**config.mk**
```make
export PLATFORM = sky130hd
export DESIGN_NAME = alsr_audio_link_regs
export DESIGN_NICKNAME = d
export VERILOG_FILES = /design/src/hdl/alsr_audio_link_regs.v
export VERILOG_INCLUDE_DIRS = /design/src /design/src/hdl
export SDC_FILE = /design/constraint.sdc
export NUM_CORES = 1
export LEC_CHECK = 0
export ABC_AREA = 1
export BUFFER_PORTS_ARGS = -buffer_cell sky130_fd_sc_hd__buf_2
export CAP_MARGIN = 10
export CORE_MARGIN = 2
export CORE_UTILIZATION = 35
export DETAILED_ROUTE_END_ITERATION = 10
export GPL_ROUTABILITY_DRIVEN = 0
export PLACE_DENSITY = 0.65
export SYNTH_ARGS = -nofsm -noshare
export SYNTH_HDL_FRONTEND = slang
export SYNTH_SLANG_ARGS = --single-unit
export TNS_END_PERCENT = 10
```
**constraint.sdc**
```tcl
create_clock -name core_clk -period 1.2 [get_ports core_clk]
set_clock_uncertainty 0.2 [all_clocks]
set_input_delay 0.3 -clock core_clk [delete_from_list [all_inputs] [get_ports core_clk]]
set_output_delay 0.3 -clock core_clk [all_outputs]
set_load 0.02 [all_outputs]
```
**src/hdl/alsr_defs.vh**
```
`ifndef ALSR_DEFS_VH
`define ALSR_DEFS_VH

// register offsets on the serial control bus
`define ALSR_AUDIO_CFG_ADDR      8'h55
`define ALSR_LINK_STS_ADDR       8'h5A

// reset values
`define ALSR_AUDIO_CFG_RST       8'h0C
`define ALSR_LINK_STS_RST        8'h00

// audio_configuration fields
`define ALSR_AC_TDM_CONV_BIT     7
`define ALSR_AC_HDMI_I2S_BIT     6
`define ALSR_AC_RST_TYPE_BIT     3
`define ALSR_AC_RST_AIF_BIT      2
`define ALSR_AC_RST_AVI_BIT      1
`define ALSR_AC_RST_ACR_BIT      0
`define ALSR_AC_WR_MASK          8'hCF

// link_and_input_status fields
`define ALSR_LS_LINK_RDY_BIT     7
`define ALSR_LS_TX_ACTIVE_BIT    6
`define ALSR_LS_PORT_HI_BIT      5
`define ALSR_LS_PORT_LO_BIT      4
`define ALSR_LS_TMDS_BIT         3
`define ALSR_LS_PLL_LOCK_BIT     2
`define ALSR_LS_FREQ_BIT         0

// bridge audio mode value meaning hdmi audio only
`define ALSR_AUDIO_MODE_HDMI     2'h0

// port mode codes
`define ALSR_PORT_DUAL           2'h0
`define ALSR_PORT_SINGLE0        2'h1
`define ALSR_PORT_SINGLE1        2'h2
`define ALSR_PORT_REPLICATE      2'h3

// synchronised status vector layout
`define ALSR_SYNC_W              11
`define ALSR_SY_LINK_DET         0
`define ALSR_SY_CAPS_DONE        1
`define ALSR_SY_TX_ACTIVE        2
`define ALSR_SY_RX_LOCKED        3
`define ALSR_SY_INPUT_VALID      4
`define ALSR_SY_MODE_OK          5
`define ALSR_SY_PORT_LO          6
`define ALSR_SY_PORT_HI          7
`define ALSR_SY_TMDS             8
`define ALSR_SY_PLL_LOCK         9
`define ALSR_SY_FREQ             10

`endif

```
**src/hdl/alsr_audio_link_regs.v**
```verilog
// Contract
// audio config bit 7 enables tdm conversion
// tdm conversion clock feeds deserializer transfer
// bit 6 drives hdmi audio onto i2s pins
// bit 6 ignored unless audio mode 00
// bit 3: fifo reset on audio type change
// bit 2: fifo reset on audio infoframe checksum change
// bit 1: fifo reset on video infoframe checksum change
// bit 0: fifo reset on n/cts change
// bit 7: downstream link detected and capabilities known
// bit 6: transmitter active and receiver locked
// bit 6 clear until input valid, mode correct
// bits 5:4 port mode while bit 6 set
// bit 3: tmds data being recovered
// bit 2: hdmi pll locked
// bit 0: input clock frequency stable
// status writes, reserved bits ignored; reserved reads zero
`timescale 1ns/1ps
`include "alsr_defs.vh"

module alsr_audio_link_regs (
  input  wire        core_clk,              // hdmi input clock domain, 100 MHz
  input  wire        sys_rst,               // synchronous reset, active high
  // serial control bus register port
  input  wire [7:0]  reg_addr,              // register offset
  input  wire        reg_wr_en,             // one-cycle write strobe
  input  wire [7:0]  reg_wr_data,           // write data
  input  wire        reg_rd_en,             // one-cycle read strobe
  output reg  [7:0]  reg_rd_data,           // read data, valid the cycle after reg_rd_en
  output reg         reg_rd_valid,          // one-cycle pulse with reg_rd_data
  // bridge configuration
  input  wire [1:0]  bridge_audio_mode,     // audio mode field from bridge configuration
  // hdmi audio packet decoder, same clock
  input  wire        audio_type_valid,      // strobe with audio_type
  input  wire [3:0]  audio_type,            // received audio coding type
  input  wire        aif_valid,             // strobe with aif_checksum
  input  wire [7:0]  aif_checksum,          // audio infoframe checksum
  input  wire        avi_valid,             // strobe with avi_checksum
  input  wire [7:0]  avi_checksum,          // video information infoframe checksum
  input  wire        acr_valid,             // strobe with acr_n and acr_cts
  input  wire [19:0] acr_n,                 // clock regeneration n value
  input  wire [19:0] acr_cts,               // clock regeneration cts value
  // hdmi extracted audio, same clock
  input  wire        hdmi_i2s_sck,          // extracted bit clock level
  input  wire        hdmi_i2s_ws,           // extracted word select
  input  wire [3:0]  hdmi_i2s_sd,           // extracted serial data lanes
  // status from other domains and analog blocks
  input  wire        link_detected,         // valid downstream connection seen
  input  wire        link_caps_done,        // downstream capabilities determined
  input  wire        tx_running,            // serial transmitter active
  input  wire        remote_locked,         // remote receiver locked to tx clock
  input  wire        input_detected,        // valid video input detected
  input  wire        tx_mode_settled,       // single or dual mode entered correctly
  input  wire [1:0]  tx_port_mode,          // current port mode code
  input  wire        tmds_recovering,       // tmds receiver recovering data
  input  wire        hdmi_pll_locked,       // hdmi pll lock
  input  wire        input_frequency_settled_raw,       // frequency detector reports stable
  // controls to the audio path
  output reg         tdm_conv_en,           // tdm to parallel conversion enable
  output reg         audio_clk_sel_tdm,     // 1: use conversion clock for audio transfer
  output reg         hdmi_fifo_reset,       // one-cycle audio fifo reset pulse
  output reg         i2s_out_en,            // i2s pins carry hdmi audio
  output reg         i2s_sck_out,           // i2s bit clock pin
  output reg         i2s_ws_out,            // i2s word select pin
  output reg  [3:0]  i2s_sd_out             // i2s data pins
);

  reg  [7:0]  audio_cfg_q;
  reg  [7:0]  link_sts_q;
  wire [7:0]  link_sts_d;

  // ---------------------------------------------------------------------------
  // status synchronisers: three stages, value moves only when stages 2 and 3 agree
  // ---------------------------------------------------------------------------
  wire [`ALSR_SYNC_W-1:0] sync_in;
  reg  [`ALSR_SYNC_W-1:0] sync1_q;
  reg  [`ALSR_SYNC_W-1:0] sync2_q;
  reg  [`ALSR_SYNC_W-1:0] sync3_q;
  reg  [`ALSR_SYNC_W-1:0] sts_q;

  assign sync_in[`ALSR_SY_LINK_DET]    = link_detected;
  assign sync_in[`ALSR_SY_CAPS_DONE]   = link_caps_done;
  assign sync_in[`ALSR_SY_TX_ACTIVE]   = tx_running;
  assign sync_in[`ALSR_SY_RX_LOCKED]   = remote_locked;
  assign sync_in[`ALSR_SY_INPUT_VALID] = input_detected;
  assign sync_in[`ALSR_SY_MODE_OK]     = tx_mode_settled;
  assign sync_in[`ALSR_SY_PORT_LO]     = tx_port_mode[0];
  assign sync_in[`ALSR_SY_PORT_HI]     = tx_port_mode[1];
  assign sync_in[`ALSR_SY_TMDS]        = tmds_recovering;
  assign sync_in[`ALSR_SY_PLL_LOCK]    = hdmi_pll_locked;
  assign sync_in[`ALSR_SY_FREQ]        = input_frequency_settled_raw;

  genvar gi;
  generate
    for (gi = 0; gi < `ALSR_SYNC_W; gi = gi + 1)
    begin : g_sync
      always @(posedge core_clk)
      begin
        if (sys_rst)
        begin
          sync1_q[gi] <= 1'b0;
          sync2_q[gi] <= 1'b0;
          sync3_q[gi] <= 1'b0;
          sts_q[gi]   <= 1'b0;
        end
        else
        begin
          sync1_q[gi] <= sync_in[gi];
          sync2_q[gi] <= sync1_q[gi];
          sync3_q[gi] <= sync2_q[gi];
          // a one-cycle disagreement is treated as a glitch and held off
          if (sync2_q[gi] == sync3_q[gi])
            sts_q[gi] <= sync3_q[gi];
        end
      end
    end
  endgenerate

  // ---------------------------------------------------------------------------
  // link and input status assembly
  // ---------------------------------------------------------------------------
  wire link_ready_w;
  wire tx_ok_w;
  wire [1:0] port_mode_w;

  assign link_ready_w = sts_q[`ALSR_SY_LINK_DET] & sts_q[`ALSR_SY_CAPS_DONE];
  // port mode is shown only while tx_ok_w (bit 6) is set; lanes may skew by a cycle
  assign tx_ok_w = sts_q[`ALSR_SY_TX_ACTIVE] & sts_q[`ALSR_SY_RX_LOCKED]
                 & sts_q[`ALSR_SY_INPUT_VALID] & sts_q[`ALSR_SY_MODE_OK];
  assign port_mode_w = tx_ok_w ? {sts_q[`ALSR_SY_PORT_HI], sts_q[`ALSR_SY_PORT_LO]}
                               : `ALSR_PORT_DUAL;

  assign link_sts_d = {link_ready_w,
                       tx_ok_w,
                       port_mode_w,
                       sts_q[`ALSR_SY_TMDS],
                       sts_q[`ALSR_SY_PLL_LOCK],
                       1'b0,
                       sts_q[`ALSR_SY_FREQ]};

  always @(posedge core_clk)
  begin
    if (sys_rst)
      link_sts_q <= `ALSR_LINK_STS_RST;
    else
      link_sts_q <= link_sts_d;
  end

  // ---------------------------------------------------------------------------
  // register port
  // ---------------------------------------------------------------------------
  always @(posedge core_clk)
  begin
    if (sys_rst)
      audio_cfg_q <= `ALSR_AUDIO_CFG_RST;
    else if (reg_wr_en && reg_addr == `ALSR_AUDIO_CFG_ADDR)
      audio_cfg_q <= reg_wr_data & `ALSR_AC_WR_MASK;
    // writes to the status offset and unmapped offsets fall through
  end

  always @(posedge core_clk)
  begin
    if (sys_rst)
    begin
      reg_rd_data  <= 8'h00;
      reg_rd_valid <= 1'b0;
    end
    else
    begin
      reg_rd_valid <= reg_rd_en;
      if (reg_rd_en)
      begin
        case (reg_addr)
          `ALSR_AUDIO_CFG_ADDR: reg_rd_data <= audio_cfg_q & `ALSR_AC_WR_MASK;
          `ALSR_LINK_STS_ADDR:  reg_rd_data <= link_sts_q;
          default:              reg_rd_data <= 8'h00;
        endcase
      end
    end
  end

  // ---------------------------------------------------------------------------
  // audio path controls
  // ---------------------------------------------------------------------------
  wire i2s_en_w;

  assign i2s_en_w = audio_cfg_q[`ALSR_AC_HDMI_I2S_BIT]
                  & (bridge_audio_mode == `ALSR_AUDIO_MODE_HDMI);

  always @(posedge core_clk)
  begin
    if (sys_rst)
    begin
      tdm_conv_en       <= 1'b0;
      audio_clk_sel_tdm <= 1'b0;
      i2s_out_en        <= 1'b0;
      i2s_sck_out       <= 1'b0;
      i2s_ws_out        <= 1'b0;
      i2s_sd_out        <= 4'h0;
    end
    else
    begin
      tdm_conv_en       <= audio_cfg_q[`ALSR_AC_TDM_CONV_BIT];
      // select only; the clock mux itself must be glitch-free outside this block
      audio_clk_sel_tdm <= audio_cfg_q[`ALSR_AC_TDM_CONV_BIT];
      i2s_out_en        <= i2s_en_w;
      // pins idle low when not carrying hdmi audio
      i2s_sck_out       <= i2s_en_w & hdmi_i2s_sck;
      i2s_ws_out        <= i2s_en_w & hdmi_i2s_ws;
      i2s_sd_out        <= i2s_en_w ? hdmi_i2s_sd : 4'h0;
    end
  end

  // ---------------------------------------------------------------------------
  // change detectors; first value after reset only primes, it is no change
  // ---------------------------------------------------------------------------
  reg  [3:0]  type_last_q;
  reg  [7:0]  aif_last_q;
  reg  [7:0]  avi_last_q;
  reg  [39:0] acr_last_q;
  reg  [3:0]  seen_q;
  wire [3:0]  change_w;

  assign change_w[0] = acr_valid & seen_q[0] & ({acr_n, acr_cts} != acr_last_q);
  assign change_w[1] = avi_valid & seen_q[1] & (avi_checksum != avi_last_q);
  assign change_w[2] = aif_valid & seen_q[2] & (aif_checksum != aif_last_q);
  assign change_w[3] = audio_type_valid & seen_q[3] & (audio_type != type_last_q);

  always @(posedge core_clk)
  begin
    if (sys_rst)
    begin
      type_last_q <= 4'h0;
      aif_last_q  <= 8'h00;
      avi_last_q  <= 8'h00;
      acr_last_q  <= 40'h00_0000_0000;
      seen_q      <= 4'h0;
    end
    else
    begin
      if (acr_valid)
      begin
        acr_last_q <= {acr_n, acr_cts};
        seen_q[0]  <= 1'b1;
      end
      if (avi_valid)
      begin
        avi_last_q <= avi_checksum;
        seen_q[1]  <= 1'b1;
      end
      if (aif_valid)
      begin
        aif_last_q <= aif_checksum;
        seen_q[2]  <= 1'b1;
      end
      if (audio_type_valid)
      begin
        type_last_q <= audio_type;
        seen_q[3]   <= 1'b1;
      end
    end
  end

  // enable bits 3:0 line up with change_w 3:0
  always @(posedge core_clk)
  begin
    if (sys_rst)
      hdmi_fifo_reset <= 1'b0;
    else
      hdmi_fifo_reset <= (change_w[3] & audio_cfg_q[`ALSR_AC_RST_TYPE_BIT])
                       | (change_w[2] & audio_cfg_q[`ALSR_AC_RST_AIF_BIT])
                       | (change_w[1] & audio_cfg_q[`ALSR_AC_RST_AVI_BIT])
                       | (change_w[0] & audio_cfg_q[`ALSR_AC_RST_ACR_BIT]);
  end

endmodule // alsr_audio_link_regs

```
* Word level (Yosys, flattened, before mapping)
Cells that the tools add are included.
Operators by class: reductions and logical operators 4, bitwise gates (word level) 24, eq/ne operators 17, mux-type cells 1
Operators with widths (number):
- $ne 40x40->1 | 1
- $and 1x1->1 | 19
- $eq 8x7->1 const B | 2
- $ne 8x8->1 | 2
- $pmux 8 s2 | 1
- $eq 1x1->1 | 11
- $ne 4x4->1 | 1
- $reduce_or 2->1 | 2
- $or 1x1->1 | 3
- $logic_not 2->1 | 1
- $not 1->1 | 2
- $logic_and 1x1->1 | 1
Word-level totals: logic and storage cells 110, output and inout bits 19, bits of input ports 103, register bits after elaboration 140

* Logic depth before layout (Yosys ltp)
Gate-level depths: netlist of run 1.
depth after elaboration 6, gate-level depth with buffers 11, gate-level depth less buffers 11

* Least setup slack after synthesis of run 1
No wires, ideal clock.
kind input port to flip-flop, from in reg_addr[0], to reg reg_rd_data[2], data required time 0.945 ns, setup slack -0.057 ns, stages 7, buffers on the path 1, arrival time 1.002 ns, setup time 0.055 ns, cells stage by stage nor4_1 and2_1 buf_6 nand2_1 nand3_2 o211ai_2 inv_2
Between the ends: word-level cells in the longest chain between the ends 2, elaborated cells on any way between the ends 3, classes of those cells 2 x eq/ne; 1 x mux
Ends and longest elaborated chain:
- start, declared | RTL line alsr_audio_link_regs.v:25 | input wire [7:0] reg_addr,
- $eq 8x7->1 | RTL line alsr_audio_link_regs.v:173 | case (reg_addr)
- $pmux 8 s2 * | RTL line alsr_audio_link_regs.v:173
- end signal, assigned | RTL line alsr_audio_link_regs.v:174 | `ALSR_AUDIO_CFG_ADDR: reg_rd_data <= audio_cfg_q & `ALSR_AC_WR_MASK;
- end signal, assigned | RTL line alsr_audio_link_regs.v:175 | `ALSR_LINK_STS_ADDR: reg_rd_data <= link_sts_q;
- end, declared | RTL line alsr_audio_link_regs.v:29 | output reg [7:0] reg_rd_data,
Mark *: on every way between the ends. The rest lies on a longest branch, timed or not. A chain may end at the register's enable or synchronous reset.

* Final worst setup path of run 1
from reg acr_last_q[36], to reg hdmi_fifo_reset
Between the ends: word-level cells in the longest chain between the ends 4
Ends and longest elaborated chain:
- start, declared | RTL line alsr_audio_link_regs.v:220 | reg [39:0] acr_last_q;
- start signal, assigned | RTL line alsr_audio_link_regs.v:243 | acr_last_q <= {acr_n, acr_cts};
- $ne 40x40->1 | RTL line alsr_audio_link_regs.v:224 | assign change_w[0] = acr_valid & seen_q[0] & ({acr_n, acr_cts} != acr_last_q);
- $and 1x1->1 | RTL line alsr_audio_link_regs.v:224
- $and 1x1->1 | RTL line alsr_audio_link_regs.v:273 | | (change_w[0] & audio_cfg_q[`ALSR_AC_RST_ACR_BIT]);
- $or 1x1->1 | RTL line alsr_audio_link_regs.v:270 | hdmi_fifo_reset <= (change_w[3] & audio_cfg_q[`ALSR_AC_RST_TYPE_BIT])
- end signal, assigned | RTL line alsr_audio_link_regs.v:270
- end, declared | RTL line alsr_audio_link_regs.v:61 | output reg hdmi_fifo_reset,
Every way passes these cells.

==> results of run 1 <==
-- state kept, by name, indices dropped and copies added (netlist names), 6 cells and up --
signal / flops
sync1_q: 11
sts_q: 8
sync3_q: 11
sync2_q: 11
avi_last_q: 8
acr_last_q: 40
link_sts_q: 7
reg_rd_data: 8
audio_cfg_q: 6
aif_last_q: 8
-- cell type report --
type                       count  area (um2)  share of cell area [%]
multi-input combinational    455        2216                   27.36
clock buffer                  21       470.5                   5.808
tap                          211       264.0                   3.259
sequential                   139        2813                   34.72
timing repair buffer         230        1750                   21.61
clock inverter                11       132.6                   1.637
inverter                     121       454.2                   5.607
-- power by group through the flow --
stage / clock network, W / logic (W) / registers, W
floorplan: 0 / 0.000600 / 0.00504
global placement: 0 / 0.00105 / 0.00504
detailed placement: 0 / 0.00106 / 0.00505
CTS: 0.00544 / 0.00125 / 0.00496
global route: 0.00565 / 0.00143 / 0.00499
finish: 0.00531 / 0.00126 / 0.00496
-- path summary, 6_finish.rpt --
| path | to | slack, ns | depth (start not counted) |
|---|---|---|---|
| max | hdmi_fifo_reset$_SDFF_PP0_ | -0.24 | 11 |
| min | audio_cfg_q[6]$_SDFFE_PP0P_ | 0.02 | 3 |
| max reg2reg | hdmi_fifo_reset$_SDFF_PP0_ | -0.24 | 11 |
| min reg2reg | sync2_q[3]$_SDFF_PP0_ | 0.20 | 2 |
-- metal layers --
metal	routed length, um	up-vias	share of wire [%]
met3	735	30	5.5
met4	332	0	2.5
met5	0	-	0
li1	-	2716	-
met1	6087	2258	46
met2	6120	142	46
-- critical path, stage by stage, from the launching register on --
cell	delay, ns
dfxtp_2	0.34
inv_2	0.04
nand2_2	0.06
nand2_2	0.05
inv_2	0.04
nand2_2	0.04
nor2_2	0.12
nand2_1	0.07
nor2_2	0.14
nand3_2	0.09
nand2_2	0.09
a21oi_2	0.05
-- through the flow --
| step | TNS [ns] | cell area, um2 | total power, W | hold WS (ns) | worst slack, ns |
|---|---|---|---|---|---|
| detailed placement | -8.098 | 6679 | 0.006108 | 0.1945 | -0.4197 |
| global placement | -7.225 | 6679 | 0.006088 | 0.1892 | -0.4155 |
| global route | -4.250 | 8100 | 0.01206 | 0.02721 | -0.3603 |
| finish | -3.428 | 8100 | 0.01153 | 0.02347 | -0.2400 |
| floorplan | -0.4367 | 5549 | 0.005643 | 0.1883 | -0.05695 |
| CTS | -3.944 | 8044 | 0.01164 | 0.003932 | -0.2568 |
-- kinds of logic (layout without fill, tap and decap cells) --
| family | count (synthesis) | in the layout | synth area share [%] |
|---|---|---|---|
| AND/OR/NAND/NOR | 292 | 292 | 21.18 |
| AO/OA/AOI/OAI | 127 | 127 | 12.07 |
| flip-flops | 139 | 139 | 50.27 |
| buffers and inverters | 148 | 383 | 10.78 |
| XOR/XNOR | 36 | 36 | 5.696 |
-- synthesized netlist by cell type (all sizes together), types with 2 or more instances --
library cell / count
a21oi: 46
dfxtp: 139
nor2: 158
nand3: 8
a211oi: 4
nor3: 6
xnor2: 34
o211ai: 3
nand4: 7
o21ai: 74
clkbuf: 9
buf: 18
inv: 121
or2: 2
xor2: 2
nand2: 108
-- what timing repair did --
item	4_1_cts	5_1_grt
setup buffers	1	0
hold buffers	61	0
endpoints found under the hold margin	61	0
resized for setup	58	21
setup endpoints to repair	20	28
pin swaps	2	14
==> run_results.csv, run 1 <==
group,metric,value,unit
floorplan,pin_count,122,
clocking,cts_buffer_depth,2,
placement,dpl.cell_count,1094,
timing,slew_viol_final,0,
timing,rsz0062_at_grt,"true",
global_route,use_met2,27.32,%
cells_and_area,fillers,1406,
synth,syn_inst,742,
setup_path,critPathCaptureType,"flop",
cells_and_area,stdcell_count,1188,
power,p_switching,0.002766,W
timing,slew-limit-headroom,80.31,%
global_route,overflow,0,
clocking,cts_tree,"done",
cells_and_area,num_antenna_cells,0,
floorplan,die_x,129.8,um
setup_path,cp-start-kind,"flop",
global_route,antenna_found_initial,0,
global_route,grt-busiest-layer,"met2",
timing,setup_viol,20,
global_route,grt_max_degree,36,
cells_and_area,final_common_cell,"nor2_1",
timing,final.period_utilization,120.0,%
clocking,cts_sinks,139,
global_route,grt_use_met3,4.633,%
routing,drt_iter0_markers,230,
routing,vias,5146,
floorplan,die-area,16840,um2
power,power_frac_seq,43.0,%
power,internal-power,0.008762,W
clocking,clk_latency,0.42,ns
run_status,violations,"setup timing",
timing,hold_viol_final,0,
power,p_comb_share,10.9,%
routing,route.detailed.drc,0,
power,ir_worst_vdd,1101,uV
floorplan,initial_core_util,36.14,%
setup_path,startpoint,"acr_last_q[36]$_SDFFE_PP0P_",
synth,yosysUniqueCellTypes,27,
synth,yosysTopAreaCellShare,50.27,%
synth,ys_seq_elements,139,
setup_path,cp_max_fo,3,
routing,via_per_inst,4.332,
routing,finalWirelength,13.28,mm
synth,synth-async-reset-ratio,0,%
routing,final_antenna_net_count,0,
synth,syn_nets,845,
power,p_clk_share,46.0,%
floorplan,die_h,129.8,um
clocking,root_buffer,"clkbuf_16",
global_route,grtUsageTotal,16.68,%
cells_and_area,drive_gt1_share,26.10,%
timing,min_period,1.440,ns
timing,max_clock_freq,694.4,MHz
floorplan,row_count,45,
min_path,worstHoldStart,"reg_wr_en",
setup_path,crit_required,1.32,ns
cells_and_area,final_cell_mix,"nor2_1 (155), dfxtp_1 (115), inv_1 (113)",
synth,syn_avg_cell_area,7.460,um2
global_route,met1_usage,20.24,%
cells_and_area,utilization,52.89,%
run,maxCapViolations,0,
power,switching_share,24.00,%
power,power.density,1423,nW/um2
synth,synth_top_flop_cell,"dfxtp_1",
routing,avgRoutedWirePerCell,11.17,um
global_route,grt_pass1_wl,22.05,mm
global_route,grt_pass1_vias,4961,
timing,setup_ws,-0.2400,ns
synth,netlist_area,5535,um2
cells_and_area,fin_nets,1067,
synth,synth_edf_count,0,
min_path,min_path_type,"primary input to flop",
setup_path,arrival,1.56,ns
floorplan,design.core.area,15310,um2
clocking,cts.htree.levels,4,
synth,yosysSeqAreaShare,50.27,%
synth,yosys_warnings,0,
clocking,clk_pin_slew,0.06,ns
setup_path,timing.rr.start,"acr_last_q[36]$_SDFFE_PP0P_",
power,p_leak,3.781,nW
placement,place_hpwl,8.827,mm
cells_and_area,syn2layout_area_growth,46.34,%
run_status,status,"finished with violations",
routing,drt_first_pass_iters,4,
synth,synthTopCellsByArea,"dfxtp_1 (50%), nor2_1 (11%), inv_1 (7.9%)",
timing,tightest_slew,0.2954,ns
setup_path,timing.setup.critical_path_class,"flop to flop",
placement,numPortBuffers,119,
synth,yosys.area.top_type,"dfxtp_1",
clocking,cts-buffers-inserted,17,
Power figures use the tool's default switching activity.
==> run 2, diff against run 1 <==
--- a/config.mk
+++ b/config.mk
@@ -14,6 +14,7 @@
 export DETAILED_ROUTE_END_ITERATION = 10
 export GPL_ROUTABILITY_DRIVEN = 0
 export PLACE_DENSITY = 0.65
+export SKIP_CTS_REPAIR_TIMING = 1
 export SYNTH_ARGS = -nofsm -noshare
 export SYNTH_HDL_FRONTEND = slang
 export SYNTH_SLANG_ARGS = --single-unit
==> run_results.csv, run 2 (synthesized netlist as in run 1, its figures left out) <==
group,metric,value,unit
setup_path,cp_max_fo,3,
power,power.density,1424,nW/um2
setup_path,timing.setup.critical_path_class,"flop to flop",
routing,via_per_inst,4.310,
timing,hold_viol_final,1,
cells_and_area,final_common_cell,"nor2_1",
clocking,cts_buffer_depth,2,
run_status,status,"finished with violations",
global_route,grt_pass1_vias,4460,
global_route,grt_max_degree,36,
timing,rsz0062_at_grt,"true",
routing,vias,5112,
placement,dp_slack,-0.4197,ns
setup_path,crit_required,1.31,ns
placement,place_hpwl,8.827,mm
placement,numPortBuffers,119,
floorplan,initial_core_util,36.14,%
clocking,clk_latency,0.42,ns
timing,slew-limit-headroom,80.01,%
cells_and_area,drive_gt1_share,26.05,%
clocking,clk_pin_slew,0.06,ns
floorplan,row_count,45,
clocking,cts.htree.levels,4,
cells_and_area,utilization,52.75,%
floorplan,die-area,16840,um2
timing,min_period,1.438,ns
setup_path,startpoint,"acr_last_q[36]$_SDFFE_PP0P_",
cells_and_area,largest_reg_flops,40,
cells_and_area,num_antenna_cells,0,
timing,final.period_utilization,119.8,%
routing,avgRoutedWirePerCell,11.25,um
routing,route.detailed.drc,0,
clocking,cts_sinks,139,
setup_path,arrival,1.55,ns
setup_path,critPathCaptureType,"flop",
global_route,antenna_found_initial,0,
setup_path,timing.rr.start,"acr_last_q[36]$_SDFFE_PP0P_",
run_status,violations,"hold timing, setup timing",
routing,final_antenna_net_count,0,
routing,finalWirelength,13.34,mm
run,maxCapViolations,0,
clocking,cts_tree,"done",
timing,timing.hold.ws,-0.001158,ns
power,p_leak,3.772,nW
cells_and_area,fin_nets,1065,
timing,tightest_slew,0.2999,ns
clocking,cts-buffers-inserted,17,
cells_and_area,top_register,"acr_last_q",
cells_and_area,postLayoutCellArea,8079,um2
routing,drt_first_pass_iters,4,
global_route,grtUsageTotal,15.31,%
placement,dpl_cell_area,6679,um2
setup_path,rr_worst_depth,11,
setup_path,r2r_setup_slack,-0.24,ns
setup_path,reg2reg_to,"hdmi_fifo_reset$_SDFF_PP0_",
cells_and_area,final_cell_mix,"nor2_1 (154), dfxtp_1 (116), inv_1 (114)",
floorplan,die_h,129.8,um
global_route,grt_pass1_wl,20.22,mm
timing,setup_ws,-0.2379,ns
clocking,root_buffer,"clkbuf_16",
timing,slew_viol_final,0,
floorplan,design.core.area,15310,um2
timing,max_clock_freq,695.4,MHz
min_path,min_path_type,"primary input to flop",
power,ir_worst_vdd,1101,uV
setup_path,cp-start-kind,"flop",
setup_path,crit_end,"hdmi_fifo_reset$_SDFF_PP0_",
timing,setup_viol,20,
global_route,overflow,0,
routing,drt_iter0_markers,185,
floorplan,die_x,129.8,um
cells_and_area,syn2layout_area_growth,45.95,%
floorplan,pin_count,122,
power,power,0.01151,W
run 2: cell count changes in the layout (fill, tap and decap cells not counted):
cell	previous run	this run
dfxtp_2	24	23
buf_4	46	47
dlygate4sd3_1	61	59
buf_6	19	18
nor2_2	3	4
nor2_1	155	154
inv_1	113	114
dfxtp_1	115	116
nand2_2	7	6
inv_2	8	7
a21oi_2	1	2
a21oi_1	45	44
nand2_1	100	101
run 2: layout make-up:
class / instances / area [um2]
Inverter: 121 / 454.2
Sequential cell: 139 / 2811
Timing Repair Buffer: 228 / 1727
Tap cell: 211 / 264.0
Multi-Input combinational cell: 455 / 2220
Clock inverter: 11 / 132.6
Clock buffer: 21 / 470.5
Fill cell: 1414 / 7236
run 2: critical path: stages (launching register included):
cell and delay (ns):
dfxtp_2 0.34, inv_2 0.04, nand2_2 0.06, nand2_2 0.05
inv_2 0.04, nand2_2 0.04, nor2_2 0.12, nand2_1 0.07
nor2_2 0.14, nand3_2 0.09, nand2_2 0.09, a21oi_2 0.05
run 2: power by group:
group | internal [W] | total [W] | switching [W] | leakage, nW
clock | 0.00326 | 0.00529 | 0.00203 | 0.291
combinational | 0.000666 | 0.00126 | 0.000594 | 2.33
sequential | 0.00484 | 0.00496 | 0.000125 | 1.15
run 2: through the flow:
| stage | setup TNS [ns] | instances | hold WS (ns) |
|---|---|---|---|
| final | -3.339 | 1186 | -0.001158 |
| after global routing | -4.193 | 1186 | 0.01171 |
| after CTS | -4.749 | 1126 | -0.1376 |
| after detailed placement | -8.098 | 1094 | 0.1945 |
| after global placement | -7.225 | 1094 | 0.1892 |
| after floorplan | -0.4367 | 742 | 0.1883 |
run 2: worst min path at each step:
stage,startpoint,to,slack (ns),depth (start not counted)
after floorplan,sync1_q[0]$_SDFF_PP0_,sync2_q[0]$_SDFF_PP0_,0.19,2
after global placement,sync1_q[4]$_SDFF_PP0_,sync2_q[4]$_SDFF_PP0_,0.19,2
after detailed placement,sync1_q[5]$_SDFF_PP0_,sync2_q[5]$_SDFF_PP0_,0.19,2
after CTS,tx_mode_settled,sync1_q[5]$_SDFF_PP0_,-0.14,3
after global routing,reg_wr_data[7],audio_cfg_q[7]$_SDFFE_PP0P_,0.01,3
final,reg_wr_data[6],audio_cfg_q[6]$_SDFFE_PP0P_,-0.001,3
run 2: routing by layer:
layer  share of wire (%)  vias up  global-route usage, %
li1                    -     2712                      -
met3                 4.9       18                  4.264
met2                  48      111                  24.15
met5                   0        -                      0
met1                  46     2271                  19.50
met4                 1.0        0                  7.147
